File: config.mk
export PLATFORM = sky130hd
export DESIGN_NAME = nvb_ctrl
export DESIGN_NICKNAME = d
export VERILOG_FILES = /design/src/rtl/nvb_mem.v /design/src/rtl/nvb_ctrl.v
export VERILOG_INCLUDE_DIRS = /design/src /design/src/rtl
export SDC_FILE = /design/constraint.sdc
export NUM_CORES = 2
export LEC_CHECK = 0
export ABC_CLOCK_PERIOD_IN_PS = 6700
export BUFFER_PORTS_ARGS = -buffer_cell sky130_fd_sc_hd__buf_4
export CAP_MARGIN = 20
export CORE_MARGIN = 2
export CORE_UTILIZATION = 55
export CTS_BUF_LIST = sky130_fd_sc_hd__clkbuf_2
export CTS_CLUSTER_DIAMETER = 100
export DETAILED_ROUTE_END_ITERATION = 8
export GPL_TIMING_DRIVEN = 0
export PLACE_DENSITY = 0.72
export REMOVE_ABC_BUFFERS = 1
export SYNTH_ARGS = -nofsm -noshare
export SYNTH_HDL_FRONTEND = slang
export SYNTH_SLANG_ARGS = --single-unit
export TNS_END_PERCENT = 30
File: constraint.sdc
create_clock -name clk_sys_i -period 6.7 [get_ports clk_sys_i]
set_input_delay 1.005 -clock clk_sys_i [delete_from_list [all_inputs] [get_ports clk_sys_i]]
set_output_delay 1.005 -clock clk_sys_i [all_outputs]
set_load 0.1 [all_outputs]
File: src/rtl/nvb_map.vh
// Register indices, field positions, reset values and timing of the
// nonvolatile byte controller. Definitions only; included by nvb_ctrl.
`ifndef NVB_MAP_VH
`define NVB_MAP_VH

// Register indices; byte address on the bus is four times the index
`define NVB_IDX_FLAG 8'h0c
`define NVB_IDX_BYTE 8'h9a
`define NVB_IDX_INDEX 8'h9b
`define NVB_IDX_CTRL 8'h9c
`define NVB_IDX_KEY 8'h9d

// Control register fields
`define NVB_CTRL_RD 0
`define NVB_CTRL_WR 1
`define NVB_CTRL_EN 2
`define NVB_CTRL_ABORT 3

// Peripheral flag register field
`define NVB_FLAG_DONE 7

// Reset values
`define NVB_RST_BYTE 8'h00
`define NVB_RST_INDEX 7'h00

// Unlock key values, in order
`define NVB_KEY_FIRST 8'h55
`define NVB_KEY_SECOND 8'haa

// Content of an erased location
`define NVB_ERASED 8'hff

// Array geometry
`define NVB_DEPTH 128
`define NVB_AW 7

// Write cycle time in microseconds and clock rate in MHz
`define NVB_WRITE_TIME_US 20'd5000
`define NVB_CLK_MHZ 20'd125
`define NVB_WRITE_CYCLES (`NVB_WRITE_TIME_US * `NVB_CLK_MHZ)

`endif

File: src/rtl/nvb_mem.v
// Holds the 128-byte data array with one write and one read port.
// Assumes a single clock; read data come out of a register.
`timescale 1ns/10ps
module nvb_mem (
    input wire clk_sys_i,
    input wire we_i,
    input wire [6:0] waddr_i,
    input wire [7:0] wdata_i,
    input wire re_i,
    input wire [6:0] raddr_i,
    output reg [7:0] rdata_o
);

    reg [7:0] cell_reg [0:127];

    // Write port; no reset, the array keeps its content
    always @(posedge clk_sys_i) begin
        if (we_i) begin
            cell_reg[waddr_i] <= wdata_i;
        end
    end

    // Registered read; held until the next read
    always @(posedge clk_sys_i) begin
        if (re_i) begin
            rdata_o <= cell_reg[raddr_i];
        end
    end

endmodule // nvb_mem

File: src/rtl/nvb_ctrl.v
// Access controller for a 128-byte nonvolatile data array behind
// byte, index, control, flag and unlock registers on Avalon-MM.
// Assumes one clock, a synchronous high reset, and abort sources
// arriving asynchronously from pins.
//
// Chosen here: the Avalon-MM interface to the registers.
`timescale 1ns/10ps
`include "nvb_map.vh"
module nvb_ctrl #(
    parameter [19:0] WRITE_CYCLES = `NVB_WRITE_CYCLES
) (
    input wire clk_sys_i,
    input wire srst_i,
    // Avalon-MM slave, byte address
    input wire [9:0] avs_address_i,
    input wire avs_read_i,
    input wire avs_write_i,
    input wire [3:0] avs_byteenable_i,
    input wire [31:0] avs_writedata_i,
    output reg [31:0] avs_readdata_o,
    output reg avs_waitrequest_o,
    // Asynchronous abort sources and protection strap level
    input wire ext_reset_pin_i,
    input wire watchdog_timeout_i,
    input wire brownout_detect_i,
    input wire code_protect_i,
    // External programmer access, same clock
    input wire prog_rd_i,
    input wire prog_wr_i,
    input wire [6:0] prog_addr_i,
    input wire [7:0] prog_wdata_i,
    output reg [7:0] prog_rdata_o,
    output reg prog_ack_o,
    // Status
    output reg program_done_o,
    output reg busy_o
);

    localparam ST_IDLE = 3'b001;
    localparam ST_ERASE = 3'b010;
    localparam ST_PROG = 3'b100;
    localparam [19:0] ERASE_CYCLES = WRITE_CYCLES >> 1;
    localparam [19:0] PROG_CYCLES = WRITE_CYCLES - ERASE_CYCLES;
    localparam [1:0] KEY_NONE = 2'h0;
    localparam [1:0] KEY_HALF = 2'h1;
    localparam [1:0] KEY_ARMED = 2'h2;

    // Register index match
    function sel;
        input [7:0] idx;
        input [7:0] off;
        begin
            sel = (idx == off);
        end
    endfunction

    reg [7:0] nv_byte_reg;
    reg [6:0] nv_index_reg;
    reg rd_reg;
    reg wr_reg;
    reg en_reg;
    reg abort_reg;
    reg done_reg;
    reg [1:0] key_reg;
    reg [2:0] st_reg;
    reg [19:0] cnt_reg;
    reg [6:0] lat_index_reg;
    reg [7:0] lat_byte_reg;
    reg prog_pend_reg;
    reg [3:0] sync1_reg;
    reg [3:0] sync2_reg;

    wire [7:0] mem_rdata;
    wire [7:0] bus_idx = avs_address_i[9:2];
    wire [7:0] wbyte = avs_writedata_i[7:0];
    wire bus_take = (avs_read_i | avs_write_i) & avs_waitrequest_o;
    wire wr_hit = bus_take & avs_write_i & avs_byteenable_i[0];
    wire abort_any = sync2_reg[0] | sync2_reg[1] | sync2_reg[2];
    wire protect = sync2_reg[3];
    wire idle = st_reg[0];
    wire erase_end = st_reg[1] & (cnt_reg == ERASE_CYCLES - 20'h1);
    wire prog_end = st_reg[2] & (cnt_reg == PROG_CYCLES - 20'h1);
    wire ctrl_wr = wr_hit & sel(bus_idx, `NVB_IDX_CTRL) & ~abort_any;
    wire key_wr = wr_hit & sel(bus_idx, `NVB_IDX_KEY) & ~abort_any;

    // Read start: only a one takes effect, never while pending
    wire rd_go = ctrl_wr & wbyte[`NVB_CTRL_RD] & ~rd_reg;
    // Program start needs enable, armed key and an idle engine
    wire wr_go = ctrl_wr & wbyte[`NVB_CTRL_WR] & en_reg & ~wr_reg & idle & (key_reg == KEY_ARMED);
    // Programmer waits for an idle engine and a free read port
    wire prog_go = (prog_rd_i | prog_wr_i) & ~prog_pend_reg & ~prog_ack_o & idle & ~rd_go & ~wr_go & ~abort_any;
    // Programmer writes are dropped under protection
    wire prog_we = prog_go & prog_wr_i & ~protect;

    // Array write port: erase pattern, then latched byte
    wire mem_we = erase_end | prog_end | prog_we;
    wire [6:0] mem_waddr = prog_we ? prog_addr_i : lat_index_reg;
    wire [7:0] mem_wdata = prog_we ? prog_wdata_i : (erase_end ? `NVB_ERASED : lat_byte_reg);
    // Array read port; index bit 7 is never stored, so never decoded
    wire mem_re = rd_go | prog_go;
    wire [6:0] mem_raddr = rd_go ? nv_index_reg : prog_addr_i;

    nvb_mem u_mem (
        .clk_sys_i(clk_sys_i),
        .we_i(mem_we),
        .waddr_i(mem_waddr),
        .wdata_i(mem_wdata),
        .re_i(mem_re),
        .raddr_i(mem_raddr),
        .rdata_o(mem_rdata)
    );

    // Two-stage synchronisers for the pin-level inputs
    always @(posedge clk_sys_i) begin
        if (srst_i) begin
            sync1_reg <= 4'h0;
            sync2_reg <= 4'h0;
        end else begin
            sync1_reg <= {code_protect_i, brownout_detect_i, watchdog_timeout_i, ext_reset_pin_i};
            sync2_reg <= sync1_reg;
        end
    end

    // Bus handshake: one wait cycle, then a single low waitrequest
    always @(posedge clk_sys_i) begin
        if (srst_i) begin
            avs_waitrequest_o <= 1'b1;
            avs_readdata_o <= 32'h0;
        end else if (bus_take) begin
            avs_waitrequest_o <= 1'b0;
            avs_readdata_o <= 32'h0;
            if (avs_read_i) begin
                // Unlock port and unmapped indices read zero
                if (sel(bus_idx, `NVB_IDX_BYTE)) begin
                    avs_readdata_o <= {24'h0, nv_byte_reg};
                end else if (sel(bus_idx, `NVB_IDX_INDEX)) begin
                    avs_readdata_o <= {25'h0, nv_index_reg};
                end else if (sel(bus_idx, `NVB_IDX_CTRL)) begin
                    // Upper nibble unimplemented
                    avs_readdata_o <= {28'h0, abort_reg, en_reg, wr_reg, rd_reg};
                end else if (sel(bus_idx, `NVB_IDX_FLAG)) begin
                    avs_readdata_o <= {24'h0, done_reg, 7'h0};
                end
            end
        end else begin
            avs_waitrequest_o <= 1'b1;
        end
    end

    // Unlock sequence tracker; any other write breaks it
    always @(posedge clk_sys_i) begin
        if (srst_i || abort_any) begin
            key_reg <= KEY_NONE;
        end else if (key_wr) begin
            if (wbyte == `NVB_KEY_FIRST) begin
                key_reg <= KEY_HALF;
            end else if (wbyte == `NVB_KEY_SECOND && key_reg == KEY_HALF) begin
                key_reg <= KEY_ARMED;
            end else begin
                key_reg <= KEY_NONE;
            end
        end else if (wr_hit) begin
            // Also consumed by the control write itself, good or not
            key_reg <= KEY_NONE;
        end
    end

    // Write engine: erase half, program half, timed here
    always @(posedge clk_sys_i) begin
        if (srst_i || abort_any) begin
            st_reg <= ST_IDLE;
            cnt_reg <= 20'h0;
        end else begin
            case (st_reg)
                ST_IDLE: begin
                    cnt_reg <= 20'h0;
                    if (wr_go) begin
                        st_reg <= ST_ERASE;
                    end
                end
                ST_ERASE: begin
                    if (erase_end) begin
                        st_reg <= ST_PROG;
                        cnt_reg <= 20'h0;
                    end else begin
                        cnt_reg <= cnt_reg + 20'h1;
                    end
                end
                ST_PROG: begin
                    // Enable is not looked at here
                    if (prog_end) begin
                        st_reg <= ST_IDLE;
                        cnt_reg <= 20'h0;
                    end else begin
                        cnt_reg <= cnt_reg + 20'h1;
                    end
                end
                default: begin
                    st_reg <= ST_IDLE;
                    cnt_reg <= 20'h0;
                end
            endcase
        end
    end

    // Latch target at start so later register writes cannot corrupt it
    always @(posedge clk_sys_i) begin
        if (srst_i) begin
            lat_index_reg <= `NVB_RST_INDEX;
            lat_byte_reg <= `NVB_RST_BYTE;
        end else if (wr_go) begin
            lat_index_reg <= nv_index_reg;
            lat_byte_reg <= nv_byte_reg;
        end
    end

    // Byte and index registers
    always @(posedge clk_sys_i) begin
        if (srst_i || abort_any) begin
            // Cleared by any reset, so an aborted write must reload both
            nv_byte_reg <= `NVB_RST_BYTE;
            nv_index_reg <= `NVB_RST_INDEX;
        end else begin
            if (rd_reg) begin
                // Fetched byte lands one cycle after the start
                nv_byte_reg <= mem_rdata;
            end else if (wr_hit && sel(bus_idx, `NVB_IDX_BYTE)) begin
                nv_byte_reg <= wbyte;
            end
            if (wr_hit && sel(bus_idx, `NVB_IDX_INDEX)) begin
                nv_index_reg <= wbyte[6:0];
            end
        end
    end

    // Control bits
    always @(posedge clk_sys_i) begin
        if (srst_i) begin
            rd_reg <= 1'b0;
            wr_reg <= 1'b0;
            en_reg <= 1'b0;
            abort_reg <= 1'b0;
        end else if (abort_any) begin
            rd_reg <= 1'b0;
            wr_reg <= 1'b0;
            en_reg <= 1'b0;
            if (!idle) begin
                abort_reg <= 1'b1;
            end
        end else begin
            // Read start lives one cycle only
            rd_reg <= rd_go;
            // Software can only set; hardware clears at the end
            if (wr_go) begin
                wr_reg <= 1'b1;
            end else if (prog_end) begin
                wr_reg <= 1'b0;
            end
            if (ctrl_wr) begin
                en_reg <= wbyte[`NVB_CTRL_EN];
            end
            // Completion wins over a software write of the same cycle
            if (prog_end) begin
                abort_reg <= 1'b0;
            end else if (ctrl_wr) begin
                abort_reg <= wbyte[`NVB_CTRL_ABORT];
            end
        end
    end

    // Done flag: hardware set wins over a same-cycle software clear
    always @(posedge clk_sys_i) begin
        if (srst_i || abort_any) begin
            done_reg <= 1'b0;
        end else if (prog_end) begin
            done_reg <= 1'b1;
        end else if (wr_hit && sel(bus_idx, `NVB_IDX_FLAG)) begin
            done_reg <= wbyte[`NVB_FLAG_DONE];
        end
    end

    // Programmer port: ack two edges after acceptance, zeros if protected
    always @(posedge clk_sys_i) begin
        if (srst_i) begin
            prog_pend_reg <= 1'b0;
            prog_ack_o <= 1'b0;
            prog_rdata_o <= 8'h00;
        end else begin
            prog_pend_reg <= prog_go;
            prog_ack_o <= prog_pend_reg;
            if (prog_pend_reg) begin
                prog_rdata_o <= protect ? 8'h00 : mem_rdata;
            end
        end
    end

    // Status outputs, registered copies
    always @(posedge clk_sys_i) begin
        if (srst_i) begin
            program_done_o <= 1'b0;
            busy_o <= 1'b0;
        end else begin
            program_done_o <= done_reg;
            busy_o <= ~idle;
        end
    end

endmodule // nvb_ctrl

* After elaboration in Yosys (flattened, before gate mapping) *
Memory sizes are Yosys's and may differ from the RTL's. A register that Yosys moved wholly into a read port is not among the register bits.
Cells that the tools add are included.

storage, ports and cells
  bits in read-only memories = 0
  memories = 1
  output and inout bits = 44
  flip-flop bits (word level) = 113
  memory bits (writable) = 1024
  bits in latches = 0
  word-level logic and storage cells = 127
  bits of input ports = 71

memories
  name            depth  bits a word  rd ports  clocked after Yosys merged registers in  wr ports  RTL line      RTL
  u_mem.cell_reg  128    8            1         1                                        1         nvb_mem.v:14  reg [7:0] cell_reg [0:127];

cells by class
  order comparisons = 0
  bitwise logic cells = 40
  add/subtract/negate cells = 1
  reduce and logical (&&, ||, !) cells = 13
  shift operators = 0
  equality and inequality tests = 17
  mux-type cells = 34
  div/mod/pow operators = 0
  multipliers = 0

operators by type and width
  operator               count
  $mux 8                 10
  $eq 8x8->1 const B     5
  $mux 20                2
  $pmux 20 s2            1
  $and 1x1->1            24
  $add 20x1->20 const B  1
  $eq 20x19->1 const B   1
  $mux 7                 2
  $mux 1                 11
  $mux 3                 3
  $not 1->1              9
  $pmux 3 s3             1
  $eq 8x4->1 const B     1
  $eq 8x7->1 const B     1
  $mux 2                 4
  $ne 2x2->1 const B     4
  $reduce_bool 2->1      4
  $or 1x1->1             7
  $logic_and 1x1->1      4
  $eq 3x1->1 const B     1
  $eq 3x2->1 const B     1
  $eq 3x3->1 const B     1
  $reduce_and 3->1       1
  $reduce_bool 3->1      1
  5 further kinds        5

* Depth between registers and ports, before layout *
  depth in word-level cells = 19
  mapped depth = 13
  mapped depth without buffers = 9

* Modules after synthesis *
Synthesis repeated with hierarchy kept, for this count alone.

second synthesis, totals
  cell total of the unflattened synthesis = 2130
  area, all modules = 44178.6 um2

modules (own cells, without submodules)
  module    cells an instance  seq. area each (um2)  times used  area each (um2)
  nvb_mem   1635               30989.7               1           39745.6
  nvb_ctrl  495                1781.7                1           4433.0

* Least setup slack after synthesis *
Ideal clock, no wire load.

  path type = in2reg
  start point = input port avs_address_i[8]
  end point = memory u_mem.cell_reg[0][0] (data pin)
  data required time = 6189 ps
  setup time = 511 ps
  path buffers = 3
  arrival = 4461 ps
  setup slack = 1728 ps
  stages = 10
  path through = and4bb_2 -> nand3_1 -> or4_1 -> buf_2 -> nand3_1 -> or3_1 -> buf_4 -> clkbuf_1 -> o21ai_0 -> nand2_1

between the ends
  longest elaborated chain between the ends = 14
  elaborated cells between the ends (all ways) = 18
  those cells by class = eq/ne (1); mux (1); bitwise (16)

RTL lines
  element                       RTL line       RTL
  from (decl)                   nvb_ctrl.v:15  input wire [9:0] avs_address_i,
  $eq 8x8->1 (*)                nvb_ctrl.v:53  sel = (idx == off);
  $and 1x1->1 (*) (2 in a row)  nvb_ctrl.v:83  wire ctrl_wr = wr_hit & sel(bus_idx, `NVB_IDX_CTRL) & ~abort_any;
  $and 1x1->1 (5 in a row)      nvb_ctrl.v:89  wire wr_go = ctrl_wr & wbyte[`NVB_CTRL_WR] & en_reg & ~wr_reg & idle & (key_reg == KEY_ARMED);
  $not 1->1                     nvb_ctrl.v:91  wire prog_go = (prog_rd_i | prog_wr_i) & ~prog_pend_reg & ~prog_ack_o & idle & ~rd_go & ~wr_go & ~abort_any;
  $and 1x1->1 (*) (2 in a row)  nvb_ctrl.v:91
  $and 1x1->1 (*) (2 in a row)  nvb_ctrl.v:93  wire prog_we = prog_go & prog_wr_i & ~protect;
  $mux 8 (*)                    nvb_ctrl.v:98  wire [7:0] mem_wdata = prog_we ? prog_wdata_i : (erase_end ? `NVB_ERASED : lat_byte_reg);
  named net mem_wdata[0]        nvb_ctrl.v:98
  to (decl)                     nvb_mem.v:14

The timed path passes the listed nets; every way through them passes the cells marked *.

* Final worst setup path *
  start point = register rd_reg
  end point = register u_mem.rdata_o[2] (read register of u_mem.cell_reg) (data pin)

between the ends
  longest elaborated chain between the ends = 7
  elaborated cells between the ends (all ways) = 8
  those cells by class = mux (1); bitwise (7)

RTL lines
  element                   RTL line        RTL
  from (decl)               nvb_ctrl.v:59   reg rd_reg;
  from (signal assigned)    nvb_ctrl.v:252  rd_reg <= rd_go;
  $not 1->1 (*)             nvb_ctrl.v:87   wire rd_go = ctrl_wr & wbyte[`NVB_CTRL_RD] & ~rd_reg;
  $and 1x1->1 (*)           nvb_ctrl.v:87
  $not 1->1                 nvb_ctrl.v:91
  $and 1x1->1 (3 in a row)  nvb_ctrl.v:91
  $or 1x1->1                nvb_ctrl.v:100  wire mem_re = rd_go | prog_go;
  to (decl)                 nvb_mem.v:11    output reg [7:0] rdata_o

Mark *: on every way between the ends. The rest lies on a longest branch, timed or not.
A chain may end at the register's enable or synchronous reset.

==> flow_summary.ini <==
[sta]
fin_worst_skew_ns = 0.125
post-route-min-period_ns = 5.41
relSlewSlack = 0.219
worst_pin_slew_ns = 1.16
hold_violations = 0
fmax_ghz = 0.185
finalSetupViolCount = 0
min_period_over_period = 0.808
holdWs_ns = 0.206
rsz0062_at_grt = no
maxSlewViolCount = 0

[detailed_routing]
top_layer_used = met5
drc = 0
drt_iter0_markers = 3250
drtPass1Iterations = 5
wl_met3_microns = 11000
wl_per_cell_microns = 23.3
route.met2.wl_microns = 51900
wl_microns = 111000
detail-route-antenna-nets = 0
wl_met1_microns = 43400
route.vias.total = 28600
viasPerCell = 6.03

[logic_synthesis]
async_flop_share = 0
yosysWarnings = 0
netlist_instances = 3287
synth_edf_count = 1032
syn_area_sq_um = 44700
seq_area_frac_synth = 0.733
postSynthAreaPerCell_sq_um = 13.6
synth_seq_cells = 1121
yosys.area.top_type = edfxtp_1
synth_cell_type_count = 56
synthFlopType = edfxtp_1
synth_top_area_share = 0.693
synth_area_leaders = edfxtp_1 69%, mux2i_1 6.0%, nand2_1 5.5%, dfxtp_1 4.0%, a21oi_1 3.3%

[worst_setup_path]
critPathArrivalTime_ns = 6.65
worstPathMaxFanout = 91
cp-start-kind = flip-flop
path_class = reg2reg
cp.required_ns = 7.94
end_kind = flip-flop

[global_routing]
globalRouteOverflowTotal = 0
grt_first_pass_wirelength_microns = 162000
grt_max_degree = 128
grt_pass1_vias = 27500
antenna_found_initial = 8
grt_use_total = 0.262

[placement]
portBuffers = 61
place_congestion = 0.898
hpwl_microns = 66100

[outcome]
status = finished clean

[floorplan]
core-area_sq_um = 80500
die_y_microns = 289
die_w_microns = 289
pin_count = 115
start_util = 0.555
num_rows = 104
die_area_sq_um = 83500

[clock_tree]
clock_sinks = 1121
clockBufferDepth = 4
cts_hold_buf = 27
worstSkewPairLatency_ns = 1.43
cts_tree = done
post_cts_resize_count = 0
path_clk_slew_ns = 0.10
htree_num_levels = 5
post-cts-setup-buffers = 0
cts_made_buffers = 289
clockRootBuffer = clkbuf_2

[job]
cap_violations = 0

[cells_and_area]
fillerInstances = 5946
final_common_cell = edfxtp_1
drive_above_1_share = 0.144
mostFrequentLayoutCells = 1,032 x edfxtp_1, 641 x nand2_1, 381 x clkbuf_2, 298 x a21oi_1, 266 x mux2i_1
final_nets = 3594
largest_reg_flops = 1024
area_growth_pct = 9.93

[power_and_ir_drop]
vdd_drop_max_mv = 0.171
leakage_uw = 0.0177
powerDensity_nw_per_um2 = 257
p_total_uw = 12600

[min_path]
hp-class = in2reg
## synth_stat cells, types with 5 or more instances
cell	n
edfxtp_1	1032
nand2_1	651
a21oi_1	298
mux2i_1	266
nor2_1	218
o22ai_1	114
nor4_1	110
dfxtp_1	89
buf_2	80
clkbuf_1	71
nand3_1	39
nor3_1	36
buf_4	34
o21ai_0	32
or4_1	19
buf_1	17
nand2b_1	17
and3_1	16
o41ai_1	15
nand3b_1	14
nor2b_1	13
xor2_1	10
xnor2_1	9
or2_2	8
and4_1	7
nor4b_1	7
mux2_2	6
a31oi_1	5
## cell type report
cell class,count,area (sq um),area share
Inverter,4,15.0,0.000306
Multi-Input combinational cell,1980,11100,0.226
Clock buffer,381,1910,0.0388
Clock inverter,63,318,0.00647
Timing Repair Buffer,126,1650,0.0336
Tap cell,1060,1330,0.0270
Sequential cell,1121,32800,0.667
Antenna cell,7,17.5,0.000357
## power by group
| group | internal (uW) | switching, uW |
|---|---|---|
| Sequential | 7640 | 13.7 |
| Combinational | 202 | 564 |
| Clock | 1630 | 2560 |
| Total | 9470 | 3140 |
## metrics by stage
step / instances / setup TNS, ns / worst slack, ns / instance area, sq um / util
6_report: 4742 / 0 / 1.29 / 49100 / 0.610
3_3_place_gp: 4226 / -1512.67 / -10.54 / 45500 / 0.565
2_1_floorplan: 3105 / -29.34 / -3.99 / 43800 / -
3_5_place_dp: 4264 / 0 / 0.737 / 46600 / 0.579
4_1_cts: 4735 / 0 / 1.37 / 49100 / 0.610
5_1_grt: 4737 / 0 / 1.09 / 49100 / 0.610
## worst max-delay path, stage by stage, from the launching register on
cell and delay [ns]:
dfxtp_1 0.52, and4b_1 0.41, nand4_4 0.47, mux2_8 0.66, buf_16 0.37, buf_16 0.44, buf_16 0.36, mux2i_1 0.13
o22ai_1 0.24, nor4_1 0.10, nor4_1 1.00, and4_1 0.36
## logic make-up after synthesis
| family | count (synthesis) | synth area share |
|---|---|---|
| DFF | 1121 | 0.733 |
| muxes | 275 | 0.0622 |
| adders and majority gates | 1 | 0.000280 |
| AOI/OAI and AO/OA | 479 | 0.0593 |
| buffers and inverters | 209 | 0.0232 |
| xor gates and xnor gates | 19 | 0.00372 |
| and+or+nand+nor | 1182 | 0.118 |
| other | 1 | 0.0000839 |
## metal layers
metal | GRT usage | vias to the layer above
met1 | 0.350 | 13900
met5 | 0 | -
li1 | - | 12800
met2 | 0.405 | 1613
met4 | 0.129 | 2
met3 | 0.0630 | 276
## worst paths after layout
path              depth (start not counted)          endpoint  slack (ns)        startpoint
setup / recovery                         11  u_mem.rdata_o[2]        1.29            rd_reg
hold / removal                            6          done_reg        0.21  avs_address_i[9]
setup reg to reg                         11  u_mem.rdata_o[2]        1.29            rd_reg
hold reg to reg                           2   lat_byte_reg[2]        0.46   lat_byte_reg[2]
Note: power is estimated with default switching activity, not from simulation.
